==> src/shared/byte_swap_pkg.sv <==
`default_nettype none
package byte_swap_pkg;

    // opcodes of the byte swap instruction
    localparam logic [7:0] OP_INDIRECT    = 8'h52;
    localparam logic [7:0] OP_DIRECT_FE   = 8'h53;
    localparam logic [7:0] OP_DIRECT_00   = 8'h54;
    localparam logic [7:0] OP_DIRECT_01   = 8'h55;
    localparam logic [7:0] OP_DIRECT_LONG = 8'h56;

    // fixed high address bytes of the short direct encodings
    localparam logic [7:0] PAGE_00 = 8'h00;
    localparam logic [7:0] PAGE_01 = 8'h01;
    localparam logic [7:0] PAGE_FE = 8'hfe;

    // second byte fields of the indirect form
    localparam int OFF_FORM_BIT = 7;
    localparam int DISP_BIT     = 0;
    localparam int IDX_LSB      = 1;
    localparam int IDX_W        = 6;
    localparam int OFF_W        = 7;

    // status swap bit position in the program status word
    localparam int STATUS_SWAP_POS = 1;

    // instruction lengths in bytes
    localparam logic [1:0] LEN_SHORT = 2'h2;
    localparam logic [1:0] LEN_LONG  = 2'h3;

    // cycles from acceptance to capture of the operands
    localparam int IND_CYCLES   = 2;
    localparam int SHORT_CYCLES = 1;
    localparam int LONG_CYCLES  = 2;

    // reset values
    localparam logic [15:0] ADDR_RST = 16'h0000;
    localparam logic [7:0]  BYTE_RST = 8'h00;

    typedef struct packed {
        logic [7:0] op;
        logic [7:0] b1;
        logic [7:0] b2;
    } instr_t;

    typedef enum logic [1:0] {
        FORM_NONE,
        FORM_INDIRECT,
        FORM_SHORT,
        FORM_LONG
    } form_t;

    // a memory word with its optional ninth bit
    typedef struct packed {
        logic       ninth;
        logic [7:0] data;
    } mem_word_t;

endpackage : byte_swap_pkg
`default_nettype wire

==> src/design/byte_swap_addr_gen.sv <==
`timescale 1ns/100ps
`default_nettype none
module byte_swap_addr_gen
    import byte_swap_pkg::*;
(
    // instruction and operands
    input  wire instr_t      ins,
    input  wire logic [15:0] ptr_word,
    input  wire logic [7:0]  disp,
    // decoded results
    output form_t            form,
    output logic [1:0]       len,
    output logic [15:0]      ptr_addr,
    output logic [15:0]      ind_addr,
    output logic [15:0]      dir_addr
);

    logic [IDX_W-1:0] idx;
    logic [15:0]      disp_ext;
    logic [15:0]      off_ext;

    assign idx = ins.b1[IDX_LSB +: IDX_W];
    // pointer n sits at bytes 2n (low half) and 2n+1
    assign ptr_addr = ins.b1[OFF_FORM_BIT] ? ADDR_RST
                    : {{(15-IDX_W){1'b0}}, idx, 1'b0};
    assign disp_ext = {{8{disp[7]}}, disp};
    assign off_ext  = {{(16-OFF_W){ins.b1[OFF_W-1]}},
                       ins.b1[OFF_W-1:0]};

    always_comb begin
        if (ins.b1[OFF_FORM_BIT]) begin
            ind_addr = ptr_word + off_ext;
        end else if (ins.b1[DISP_BIT]) begin
            ind_addr = ptr_word + disp_ext;
        end else begin
            ind_addr = ptr_word;
        end
    end

    always_comb begin
        form     = FORM_NONE;
        len      = LEN_SHORT;
        dir_addr = {ins.b2, ins.b1};
        case (ins.op)
            OP_INDIRECT: begin
                form = FORM_INDIRECT;
            end
            OP_DIRECT_00: begin
                form     = FORM_SHORT;
                dir_addr = {PAGE_00, ins.b1};
            end
            OP_DIRECT_01: begin
                form     = FORM_SHORT;
                dir_addr = {PAGE_01, ins.b1};
            end
            OP_DIRECT_FE: begin
                form     = FORM_SHORT;
                dir_addr = {PAGE_FE, ins.b1};
            end
            OP_DIRECT_LONG: begin
                form = FORM_LONG;
                len  = LEN_LONG;
            end
            default: begin
                form = FORM_NONE;
            end
        endcase
    end

endmodule : byte_swap_addr_gen
`default_nettype wire

==> src/design/byte_swap_unit.sv <==
// Function
// - 52H with second byte bit7=0, bit0=0 swaps A with byte at pointer n.
// - pointer index 0 to 63 taken from six bits of the second byte.
// - pointer n lives at RAM bytes 2n (low half) and 2n+1.
// - second byte bit7=0, bit0=1 adds the displacement register to the pointer.
// - displacement register is signed 8 bits, -128 to 127.
// - second byte bit7=1 addresses pointer zero plus the low seven bits.
// - the seven-bit offset is signed, -64 to 63.
// - indirect forms are two bytes, two cycles, program counter plus two.
// - status swap bit swaps with the target ninth bit where one exists.
// - the status swap bit is bit 1 of the program status word.
// - direct: 54H page 00, 55H page 01, 53H page FE, 56H full address.
// - two-byte direct takes one cycle, three-byte two; pc plus length.
`timescale 1ns/100ps
`default_nettype none
module byte_swap_unit
    import byte_swap_pkg::*;
(
    // clock and reset
    input  wire logic        clk,
    input  wire logic        rst_b,
    // instruction issue
    input  wire logic        start,
    input  wire instr_t      ins_in,
    output logic             ready,
    output logic             done,
    output logic [1:0]       pc_adv,
    // core registers
    input  wire logic [7:0]  acc_in,
    input  wire logic [7:0]  disp_in,
    input  wire logic [7:0]  psw_in,
    output logic             acc_we,
    output logic [7:0]       acc_wdata,
    output logic             psw_we,
    output logic [7:0]       psw_wdata,
    // pointer word read port, data valid in the same cycle
    output logic [15:0]      ptr_addr,
    input  wire logic [15:0] ptr_rdata,
    // target read and write port, read data valid in the same cycle
    output logic             mem_rd,
    output logic             mem_we,
    output logic [15:0]      mem_addr,
    input  wire mem_word_t   mem_rdata,
    input  wire logic        mem_has_ninth,
    output mem_word_t        mem_wdata
);

    typedef enum logic [2:0] {
        ST_IDLE,
        ST_PTR,
        ST_LONG,
        ST_SWAP,
        ST_WB
    } state_t;

    state_t      state_r;
    instr_t      ins_r;
    logic [1:0]  len_r;
    logic [15:0] ptr_addr_r;
    logic [15:0] mem_addr_r;
    mem_word_t   tgt_cap_r;
    logic [7:0]  acc_cap_r;
    logic [7:0]  psw_cap_r;
    logic        ninth_cap_r;

    form_t       form_in;
    logic [1:0]  len_in;
    logic [15:0] ptr_addr_in;
    logic [15:0] dir_addr_in;
    logic [15:0] ind_addr;

    // decode of the new instruction, used at acceptance
    byte_swap_addr_gen u_dec_new (
        .ins      (ins_in),
        .ptr_word (ptr_rdata),
        .disp     (disp_in),
        .form     (form_in),
        .len      (len_in),
        .ptr_addr (ptr_addr_in),
        .ind_addr (),
        .dir_addr (dir_addr_in)
    );

    // decode of the held instruction, used once the pointer is read
    byte_swap_addr_gen u_dec_held (
        .ins      (ins_r),
        .ptr_word (ptr_rdata),
        .disp     (disp_in),
        .form     (),
        .len      (),
        .ptr_addr (),
        .ind_addr (ind_addr),
        .dir_addr ()
    );

    // opcodes outside this unit are left for other decoders
    logic accept;
    assign ready  = (state_r == ST_IDLE);
    assign accept = ready && start && (form_in != FORM_NONE);

    always_ff @(posedge clk or negedge rst_b) begin
        if (!rst_b) begin
            state_r <= ST_IDLE;
        end else begin
            case (state_r)
                ST_IDLE: begin
                    if (accept) begin
                        case (form_in)
                            FORM_INDIRECT: state_r <= ST_PTR;
                            FORM_LONG:     state_r <= ST_LONG;
                            default:       state_r <= ST_SWAP;
                        endcase
                    end
                end
                ST_PTR:  state_r <= ST_SWAP;
                ST_LONG: state_r <= ST_SWAP;
                ST_SWAP: state_r <= ST_WB;
                ST_WB:   state_r <= ST_IDLE;
                default: state_r <= ST_IDLE;
            endcase
        end
    end

    always_ff @(posedge clk or negedge rst_b) begin
        if (!rst_b) begin
            ins_r      <= '0;
            len_r      <= LEN_SHORT;
            ptr_addr_r <= ADDR_RST;
        end else if (accept) begin
            ins_r      <= ins_in;
            len_r      <= len_in;
            ptr_addr_r <= ptr_addr_in;
        end
    end

    always_ff @(posedge clk or negedge rst_b) begin
        if (!rst_b) begin
            mem_addr_r <= ADDR_RST;
        end else if (accept && form_in != FORM_INDIRECT) begin
            mem_addr_r <= dir_addr_in;
        end else if (state_r == ST_PTR) begin
            mem_addr_r <= ind_addr;
        end
    end

    // every operand is sampled on one edge, so nothing is written half-way
    always_ff @(posedge clk or negedge rst_b) begin
        if (!rst_b) begin
            tgt_cap_r   <= '0;
            acc_cap_r   <= BYTE_RST;
            psw_cap_r   <= BYTE_RST;
            ninth_cap_r <= 1'b0;
        end else if (state_r == ST_SWAP) begin
            tgt_cap_r   <= mem_rdata;
            acc_cap_r   <= acc_in;
            psw_cap_r   <= psw_in;
            ninth_cap_r <= mem_has_ninth;
        end
    end

    assign ptr_addr = ptr_addr_r;
    assign mem_addr = mem_addr_r;
    assign mem_rd   = (state_r == ST_SWAP);
    assign done     = (state_r == ST_WB);
    assign mem_we   = done;
    assign acc_we   = done;
    assign psw_we   = done && ninth_cap_r;
    assign pc_adv   = len_r;
    assign acc_wdata = tgt_cap_r.data;

    // without a ninth bit the stored one is written back unchanged
    always_comb begin
        mem_wdata.data  = acc_cap_r;
        mem_wdata.ninth = ninth_cap_r ? psw_cap_r[STATUS_SWAP_POS]
                                      : tgt_cap_r.ninth;
        psw_wdata = psw_cap_r;
        psw_wdata[STATUS_SWAP_POS] = ninth_cap_r ? tgt_cap_r.ninth
                                   : psw_cap_r[STATUS_SWAP_POS];
    end

    logic [15:0] disp_ext;
    logic [15:0] off_ext;
    assign disp_ext = {{8{disp_in[7]}}, disp_in};
    assign off_ext  = {{9{ins_r.b1[6]}}, ins_r.b1[6:0]};
endmodule : byte_swap_unit
`default_nettype wire

==> config.mk <==
export PLATFORM = sky130hd
export DESIGN_NAME = byte_swap_unit
export DESIGN_NICKNAME = d
export VERILOG_FILES = /design/src/shared/byte_swap_pkg.sv /design/src/design/byte_swap_addr_gen.sv /design/src/design/byte_swap_unit.sv
export SDC_FILE = /design/constraint.sdc
export NUM_CORES = 1
export LEC_CHECK = 0
export ABC_CLOCK_PERIOD_IN_PS = 3500
export BUFFER_PORTS_ARGS = -buffer_cell sky130_fd_sc_hd__clkbuf_2
export CORE_UTILIZATION = 46
export CTS_CLUSTER_DIAMETER = 200
export DETAILED_ROUTE_END_ITERATION = 8
export PLACE_DENSITY_LB_ADDON = 0.1
export SYNTH_ARGS = -nofsm -noshare
export SYNTH_HDL_FRONTEND = slang
export SYNTH_HIERARCHICAL = 1
export SYNTH_SLANG_ARGS = --single-unit
==> constraint.sdc <==
create_clock -name clk -period 3.5 [get_ports clk]
set_input_delay 0.7 -clock clk [delete_from_list [all_inputs] [get_ports clk]]
set_output_delay 0.7 -clock clk [all_outputs]
set_load 0.005 [all_outputs]
Yosys cells after proc, flatten, opt, wreduce, memory -nomap -nowiden. Index checks and enable logic that the tools add are counted.

Register bits: 71. Latch bits: 0. RAM bits: 0. ROM bits: 0. Input port bits: 77. Output and inout port bits: 65. Logic and storage cells: 47. Memories kept: 0.

Add/subtract/negate cells: 2. $mul: 0. Divide/modulo/power cells: 0. Order comparisons: 0. Equal/unequal tests: 13. Shifts and indexed selects: 0. Mux-type cells: 13. Bitwise gates (word level): 0. Reductions and logical operators: 9.

Operators by type and width (number): two-way mux 16 bit (4); one-hot mux 16 bit (3 select lines) (1); equality test 8 x 7 -> 1 bit (second input constant) (5); adder 16 bit (2); one-hot mux 3 bit (3 select lines) (1); two-way mux 7 bit (1); equality test 3 x 2 -> 1 bit (second input constant) (2); one-hot mux 2 bit (3 select lines) (1); logical AND 1 bit (4); != test 2 x 1 -> 1 bit (second input constant) (2); one-hot mux 2 bit (2 select lines) (1); nonzero test 2 bit (2); equality test 3 x 1 -> 1 bit (second input constant) (1); equality test 3 bit (second input constant) (1); logical NOT 3 bit (1); two-way mux 1 bit (3); two-way mux 3 bit (1); OR reduction 3 bit (1); equality test 2 x 1 -> 1 bit (second input constant) (1); equality test 2 bit (second input constant) (1); OR reduction 2 bit (1).

Logic depth before layout (Yosys ltp). Gate-level depths: netlist of run 1.

Depth in word-level cells: 7. Mapped depth: 11. Mapped depth without buffers: 11.

By module. Netlist of run 1, hierarchy kept.

Modules (own cells, without submodules): byte_swap_unit (times used 1, cells each 275, area each 3871.2 um^2, seq. area each 2178.3 um^2); byte_swap_addr_gen (u_dec_held) (times used 1, cells each 292, area each 2109.5 um^2, seq. area each 0.0 um^2); byte_swap_addr_gen (u_dec_new) (times used 1, cells each 280, area each 2013.2 um^2, seq. area each 0.0 um^2).

Worst setup path after synthesis of run 1. OpenSTA, ideal clock, no wires.

Path kind: input to register. Start point: input ptr_rdata[0]. End point: register mem_addr_r[12], in the netlist mem_addr[12]. Setup time: 0.082 ns. Arrival: 2.763 ns. Required time: 3.418 ns. Setup slack: 0.655 ns. Cell stages on the path: 11. Buffers on the path: 0. Path through: ha_1 fa_1 a21o_1 a311o_1 a31oi_2 o21ai_1 nor4_1 a41oi_1 nand4_1 o21ai_0 a31oi_1.

Longest elaborated chain between the ends: 5. Elaborated cells on any way between the ends: 6. Classes of those cells: 2 x add/sub; 4 x mux.

RTL lines: start: declaration (RTL line byte_swap_unit.sv:38) `input wire logic [15:0] ptr_rdata,`; adder 16 bit (RTL line byte_swap_addr_gen.sv:34) `ind_addr = ptr_word + disp_ext;`; two-way mux 16 bit (RTL line byte_swap_addr_gen.sv:33) `end else if (ins.b1[DISP_BIT]) begin`; two-way mux 16 bit * (RTL line byte_swap_addr_gen.sv:31) `if (ins.b1[OFF_FORM_BIT]) begin`; net ind_addr[12] (RTL line byte_swap_unit.sv:70) `logic [15:0] ind_addr;`; two-way mux 16 bit * (RTL line byte_swap_unit.sv:141) `end else if (state_r == ST_PTR) begin`; two-way mux 16 bit * (RTL line byte_swap_unit.sv:139) `end else if (accept && form_in != FORM_INDIRECT) begin`; end signal: assignment (RTL line byte_swap_unit.sv:140) `mem_addr_r <= dir_addr_in;`; end signal: assignment (RTL line byte_swap_unit.sv:142) `mem_addr_r <= ind_addr;`; end: declaration (RTL line byte_swap_unit.sv:60) `logic [15:0] mem_addr_r;`.

Mark *: on every way through the listed nets, which the timed path passes. The rest lies on a longest branch. The select of a mux whose other input is x is not followed. A chain may end at the register's enable or synchronous reset.

Worst setup path in the final report of run 1.
Start point: input ptr_rdata[0]. End point: register mem_addr_r[10], in the netlist mem_addr[10].

The elaborated chain is that of the path after synthesis.

==> impl_summary.txt, run 1 <==
----------------------------------------------------
[Clocking]
  CTS Root Buffer Type ... sky130_fd_sc_hd__clkbuf_16
  Setup fix buffers added after clock tree synthesis ... 0
  Insertion delay of the later-clocked pin in the worst-skew pair ... 0.33 ns
  Post-cts repair resize count ... 0
  H-tree levels ... 3
  Clock buffers created by TritonCTS ... 9
  Post-CTS Hold Buffers ... 0
  Maximum clock path buffer count ... 2
  CTS tree ... done
  Clock tree sinks ... 71
  CTS clk-pin slew, worst paths ... about 0.05 ns

[Die]
  Die Width ... around 110 um
  Total number of placement rows ... 39
  Placeable core region ... between 10000 and 15000 sq um
  I/O pin count ... 142
  Height of the die ... between 100 and 150 um
  Overall die area ... approximately 12000 sq um
  Starting density of the core ... between 40% and 50%

[Synth]
  Post-Synthesis Cell Area ... roughly 5400 sq um
  Per-instance average area after synthesis ... between 9 and 10 sq um
  Syn Inst Count ... ~540
  Yosys warnings ... 6

[Timing]
  Share of the clock period used by the worst path after layout ... a little over four fifths
  Total Negative Setup Slacks ... 0 ns
  Headroom to the max-slew limit ... a little over half
  Worst setup margin ... between 0.5 and 0.6 ns
  Shortest period the worst path allows ... about 2.9 ns
  Peak clock frequency supported by timing ... about 340 MHz
  Number of pins exceeding their max-slew limit in the final report ... 0
  Worst Hold Slack ... around 0.24 ns
  Unrepaired setup endpoints after global routing ... false
  Worst-margin pin slew ... about 0.7 ns
  Clock skew after layout ... about 0.0072 ns
  Total setup violations reported at the end of the flow ... 0
  Final-report hold violation count ... 0

[Global route]
  Total routing usage reported by global routing ... 22.1%
  Via count of the first global-routing pass ... just over 4000
  Wire length of the first global-routing pass ... roughly 21000 um
  Gr ovfl total ... 0
  Initial antenna violation count ... 0
  Pin count of the biggest net entering global routing ... 38

[Drt]
  Drt initial violations ... between 150 and 200
  Post-route DRC violation count ... 0
  Number of optimization iterations in the first detailed-route pass ... 4
  Vias ... roughly 4400
  Detailed-route wire length ... 12900 um
  Vias per cell ... 5.60
  Detail-routed net length per standard cell ... 16.3 um
  Count of nets left with antenna violations after detail routing ... 0

[Placed design]
  Setup slack at placement ... 0.222 ns
  Buffers added on ports ... approximately 140
  Final estimated routing congestion in global placement ... a little over 0.9
  Post-detailed-placement half-perimeter wirelength ... 9980 um

[Final layout]
  Share of post-route cells with drive strength above 1 ... 36.0%
  # fillers ... 1056
  Syn-to-layout area delta ... 15.1%
  Final Util ... between 50% and 60%
  Diode count ... 0
  Nets ... 752

[Critical path]
  Type of origin of the critical path ... input port
  Worst path required time ... 3.68 ns
  Critical path capture point type ... flip-flop
  CP delay by family, top ... compound AO/OA/AOI/OAI gates
  Type of the worst setup path ... in -> reg
  Largest fanout on the critical path ... 3
  CP cell instances ... clkbuf_2, ha_1, fa_1, a211oi_1, nor2_1, o41ai_2, o21ai_0, or2_2, a21oi_1, a21oi_1, o21ai_0, a31oi_1
  Crit-path slowest cell ... sky130_fd_sc_hd__fa_1
  WP data arrival ... roughly 3.1 ns
  Biggest cell delay along the critical path ... approximately 0.44 ns
  Critical path buffers and inverters ... 1

[Pwr]
  Peak supply drop ... about 0.00043 V
  Cell leakage power ... between 2 and 3 nW
  Pwr/cell area ... around 660 nW/um^2
  Power consumption ... 4.04 mW

[Job]
  Max-cap violations ... 0

[Worst hold path]
  Type of the most critical hold path ... in -> async

[Status]
  Run status ... completed

----------------------------------------------------
area by class of cell:
class | instances | area [sq um] | area share [%]
Sequential cell | 71 | 1780 | 28.9
Clock buffer | 13 | 260 | 4.23
Timing Repair Buffer | 149 | 766 | 12.4
Clock inverter | 3 | 17.5 | 0.284
Tap cell | 143 | 179 | 2.90
Inverter | 8 | 30.0 | 0.488
Multi-Input combinational cell | 404 | 3130 | 50.8
metal layers:
layer / GRT usage (%) / part of all wire, %
met1: 28.6 / 44
met2: 36.7 / 48
met3: 4.27 / 6.4
met4: 7.62 / 1.7
met5: 0 / 0
cells in the final DEF (no fill, tap or decap), types with 5 or more instances in the layout:
| master | instances |
|---|---|
| sky130_fd_sc_hd__clkbuf_16 | 9 |
| sky130_fd_sc_hd__o21ai_0 | 38 |
| sky130_fd_sc_hd__a31oi_1 | 20 |
| sky130_fd_sc_hd__a21o_1 | 20 |
| sky130_fd_sc_hd__nand3_1 | 8 |
| sky130_fd_sc_hd__inv_1 | 7 |
| sky130_fd_sc_hd__nor2_1 | 21 |
| sky130_fd_sc_hd__nand2_1 | 26 |
| sky130_fd_sc_hd__and3_1 | 6 |
| sky130_fd_sc_hd__nand4_1 | 18 |
| sky130_fd_sc_hd__a21oi_1 | 38 |
| sky130_fd_sc_hd__xnor2_1 | 13 |
| sky130_fd_sc_hd__buf_4 | 8 |
| sky130_fd_sc_hd__mux2_2 | 28 |
| sky130_fd_sc_hd__mux2i_1 | 8 |
| sky130_fd_sc_hd__clkbuf_2 | 140 |
| sky130_fd_sc_hd__mux2_4 | 26 |
| sky130_fd_sc_hd__a211oi_1 | 6 |
| sky130_fd_sc_hd__conb_1 | 11 |
| sky130_fd_sc_hd__xor2_1 | 7 |
| sky130_fd_sc_hd__dfrtp_1 | 70 |
| sky130_fd_sc_hd__a211o_1 | 5 |
| sky130_fd_sc_hd__nor2b_1 | 9 |
| sky130_fd_sc_hd__ha_1 | 30 |
worst register-to-register path, cell delays in order, from the launching register on:
cell                       delay (ns)
sky130_fd_sc_hd__dfrtp_1         0.54
sky130_fd_sc_hd__ha_1            0.47
sky130_fd_sc_hd__and3_1          0.25
sky130_fd_sc_hd__nand3_1         0.11
sky130_fd_sc_hd__o211ai_1        0.40
sky130_fd_sc_hd__o22ai_2         0.12
sky130_fd_sc_hd__xnor2_1         0.15
sky130_fd_sc_hd__a211oi_2        0.27
sky130_fd_sc_hd__xnor2_1         0.18
sky130_fd_sc_hd__o21ai_0         0.14
sky130_fd_sc_hd__a31oi_1         0.20
report_power, final:
part	leakage (nW)	total [mW]	internal (mW)	switching, mW
registers	0.869	1.34	1.15	0.195
clock network	0.136	0.838	0.516	0.322
logic	1.99	1.86	0.890	0.970
sequential cells by signal (all words and copies together) (netlist names):
| signal | count |
|---|---|
| mem_addr | 16 |
| ptr_addr | 16 |
| acc_cap_r | 8 |
| acc_wdata | 8 |
| ins_r | 8 |
| psw_cap_r | 8 |
| state_r | 3 |
| pc_adv | 2 |
| ninth_cap_r | 1 |
| tgt_cap_r | 1 |
final timing paths:
path	from	to	slack, ns	cells after the start
setup / recovery	ptr_rdata[0]	mem_addr[10]	0.55	12
hold / removal	rst_b	ptr_addr[10]	0.24	1
setup reg to reg	ins_r[14]	mem_addr[15]	0.58	10
hold reg to reg	acc_wdata[5]	acc_wdata[5]	0.50	1
max in group asynchronous	rst_b	state_r[1]	2.53	2
min in group clk	acc_wdata[5]	acc_wdata[5]	0.50	1
metrics by stage:
stage | cell area, sq um | instances
finish | 6160 | 791
global placement | 5880 | 775
CTS | 6160 | 791
detailed placement | 5880 | 775
global route | 6160 | 791
floorplan | 5390 | 545
Note: power is estimated with default switching activity, not from simulation.
==> inputs of run 2 (changes only) <==
--- a/config.mk
+++ b/config.mk
@@ -5,7 +5,8 @@
 export SDC_FILE = /design/constraint.sdc
 export NUM_CORES = 1
 export LEC_CHECK = 0
-export ABC_CLOCK_PERIOD_IN_PS = 3500
+export ABC_AREA = 1
+export ABC_CLOCK_PERIOD_IN_PS = 2500
 export BUFFER_PORTS_ARGS = -buffer_cell sky130_fd_sc_hd__clkbuf_2
 export CORE_UTILIZATION = 46
 export CTS_CLUSTER_DIAMETER = 200
==> constraint.sdc (replaced) <==
create_clock -name clk -period 2.5 [get_ports clk]
set_input_delay 0.5 -clock clk [delete_from_list [all_inputs] [get_ports clk]]
set_output_delay 0.5 -clock clk [all_outputs]
set_load 0.005 [all_outputs]
==> run 2 against run 1 <==
Sequential power up 41%. Synthesized cell count up 61%. Synthesized area up 7.8%. Total power up 46%.
==> impl_summary.txt, run 2 <==
----------------------------------------------------
[Status]
  Run status ... completed

[Timing]
  Number of pins exceeding their max-slew limit in the final report ... 0
  Share of the clock period used by the worst path after layout ... between 80 and 90%
  Total setup violations reported at the end of the flow ... 0
  Peak clock frequency supported by timing ... around 460 MHz
  Worst Hold Slack ... 0.188 ns
  Unrepaired setup endpoints after global routing ... false
  Total Negative Setup Slacks ... 0 ns
  Worst setup margin ... 0.307 ns
  Final-report hold violation count ... 0
  Clock skew after layout ... just under 0.006 ns
  Shortest period the worst path allows ... approximately 2.2 ns

[Die]
  Overall die area ... roughly 13000 sq um
  Height of the die ... 114 um
  Starting density of the core ... about 48%
  Placeable core region ... ~12000 sq um
  Die Width ... 114 um
  Total number of placement rows ... 40
  I/O pin count ... between 100 and 150

[Critical path]
  Critical path buffers and inverters ... 2
  Cell repeated most along the worst path ... sky130_fd_sc_hd__nand2_1
  Worst path required time ... roughly 2.8 ns
  Crit-path slowest cell ... sky130_fd_sc_hd__dfrtp_1
  Biggest cell delay along the critical path ... 0.60 ns
  CP cell instances ... ha_1, a21oi_1, nand2_1, inv_1, nor2_1, nor2_1, nand2_1, nand2_1, nand3_1, nand2_1, inv_1, o21ai_0, nand2_1, nand2_1
  Critical path capture point type ... flip-flop
  WP data arrival ... about 2.5 ns
  Largest fanout on the critical path ... 11
  CP delay by family, top ... simple AND/OR/NAND/NOR gates
  Type of the worst setup path ... reg -> reg
  Type of origin of the critical path ... flip-flop

[Global route]
  Pin count of the biggest net entering global routing ... slightly above 70
  Initial antenna violation count ... 0
  Wire length of the first global-routing pass ... roughly 24000 um
  Total routing usage reported by global routing ... approximately a quarter
  Via count of the first global-routing pass ... roughly 4800
  Gr ovfl total ... 0

[Clocking]
  H-tree levels ... 3
  Insertion delay of the later-clocked pin in the worst-skew pair ... around 0.34 ns
  CTS Root Buffer Type ... sky130_fd_sc_hd__clkbuf_16
  Maximum clock path buffer count ... 2
  CTS clk-pin slew, worst paths ... 0.05 ns
  Post-CTS Hold Buffers ... 0
  Setup fix buffers added after clock tree synthesis ... 0
  Clock tree sinks ... 71
  Post-cts repair resize count ... 0
  Clock buffers created by TritonCTS ... 9
  CTS tree ... done

[Job]
  Max-cap violations ... 0

[Placed design]
  Post-detailed-placement half-perimeter wirelength ... between 10000 and 15000 um
  Buffers added on ports ... between 100 and 150
  Final estimated routing congestion in global placement ... between 0.9 and 1
  Setup slack at placement ... 0.114 ns
  Total instance count after detailed placement ... around 1100
  Cell area after placement ... about 6400 sq um

[Drt]
  Drt initial violations ... approximately 330
  Number of optimization iterations in the first detailed-route pass ... 4
  Post-route DRC violation count ... 0
  Count of nets left with antenna violations after detail routing ... 0
  Detailed-route wire length ... 14600 um
  Detail-routed net length per standard cell ... roughly 13 um
  Vias per cell ... ~4.7
  Vias ... 5375

[Final layout]
  Most frequent cells in the layout ... sky130_fd_sc_hd__nand2_1, sky130_fd_sc_hd__clkbuf_2, sky130_fd_sc_hd__inv_1, sky130_fd_sc_hd__dfrtp_1, sky130_fd_sc_hd__nand3_1
  # fillers ... about 1300
  Post-route standard cell area excluding fillers ... roughly 6700 sq um
  Final Util ... between 50 and 60%
  Sequential cell area ... around 1800 sq um
  Commonest non-fill, non-tap cell in the layout ... sky130_fd_sc_hd__nand2_1
  Area of combinational cells with multiple inputs ... approximately 3200 sq um
  Share of post-route cells with drive strength above 1 ... 22.2%
  Nets ... about 1100
  Number of standard cells in the final layout excluding fillers ... roughly 1100
  Diode count ... 0
  Syn-to-layout area delta ... 16.4%

[Synth]
  Yosys warnings ... 6
  Syn Inst Count ... approximately 860
  Post-Synthesis Cell Area ... between 5000 and 6000 sq um
  Per-instance average area after synthesis ... 6.69 sq um

[Pwr]
  Power consumption ... slightly below 6 mW
  Pwr/cell area ... 881 nW/um^2
  Peak supply drop ... approximately 0.00035 V
  Cell leakage power ... 3.99 nW

[Worst hold path]
  Type of the most critical hold path ... in -> async

----------------------------------------------------
[run 2: path summary, 6_finish.rpt]
kind	from	end	slack, ns	cells past startpoint
worst min register to register	acc_wdata[3]	acc_wdata[3]	0.47	2
worst max register to register	ins_r[14]	mem_addr[15]	0.31	14
min in group clk	acc_in[1]	acc_cap_r[1]	0.37	3
worst min-delay path	rst_b	acc_cap_r[1]	0.19	2
worst max-delay path	ins_r[14]	mem_addr[15]	0.31	14
max in group asynchronous	rst_b	pc_adv[1]	1.96	2
[run 2: worst register-to-register path, stage by stage, from the launching register on]
cell	delay, ns
sky130_fd_sc_hd__dfrtp_1	0.60
sky130_fd_sc_hd__ha_1	0.37
sky130_fd_sc_hd__a21oi_1	0.24
sky130_fd_sc_hd__nand2_1	0.09
sky130_fd_sc_hd__inv_1	0.09
sky130_fd_sc_hd__nor2_1	0.04
sky130_fd_sc_hd__nor2_1	0.14
sky130_fd_sc_hd__nand2_1	0.07
sky130_fd_sc_hd__nand2_1	0.06
sky130_fd_sc_hd__nand3_1	0.06
sky130_fd_sc_hd__nand2_1	0.07
sky130_fd_sc_hd__inv_1	0.04
sky130_fd_sc_hd__o21ai_0	0.15
sky130_fd_sc_hd__nand2_1	0.06
sky130_fd_sc_hd__nand2_1	0.05
[run 2: report_power, final]
part | leakage [nW] | internal (mW) | switching [mW]
clock | 0.155 | 0.896 | 0.479
combinational | 2.93 | 1.05 | 1.60
sequential | 0.907 | 1.60 | 0.287
total | 3.99 | 3.55 | 2.37
[run 2: area by class of cell]
type	count	area share, %
Clock buffer	10	3.56
Clock inverter	5	1.21
Inverter	95	5.35
Multi-Input combinational cell	640	47.7
Sequential cell	71	26.5
Tap cell	168	3.13
Timing Repair Buffer	156	12.6
[run 2: layer usage]
metal / vias up / track usage [%] / wire length, um
li1: 2863 / - / -
met1: 2352 / 33.2 / 7220
met2: 149 / 37.1 / 6450
met3: 11 / 4.14 / 752
met4: 0 / 5.11 / 136
met5: - / 0 / 0
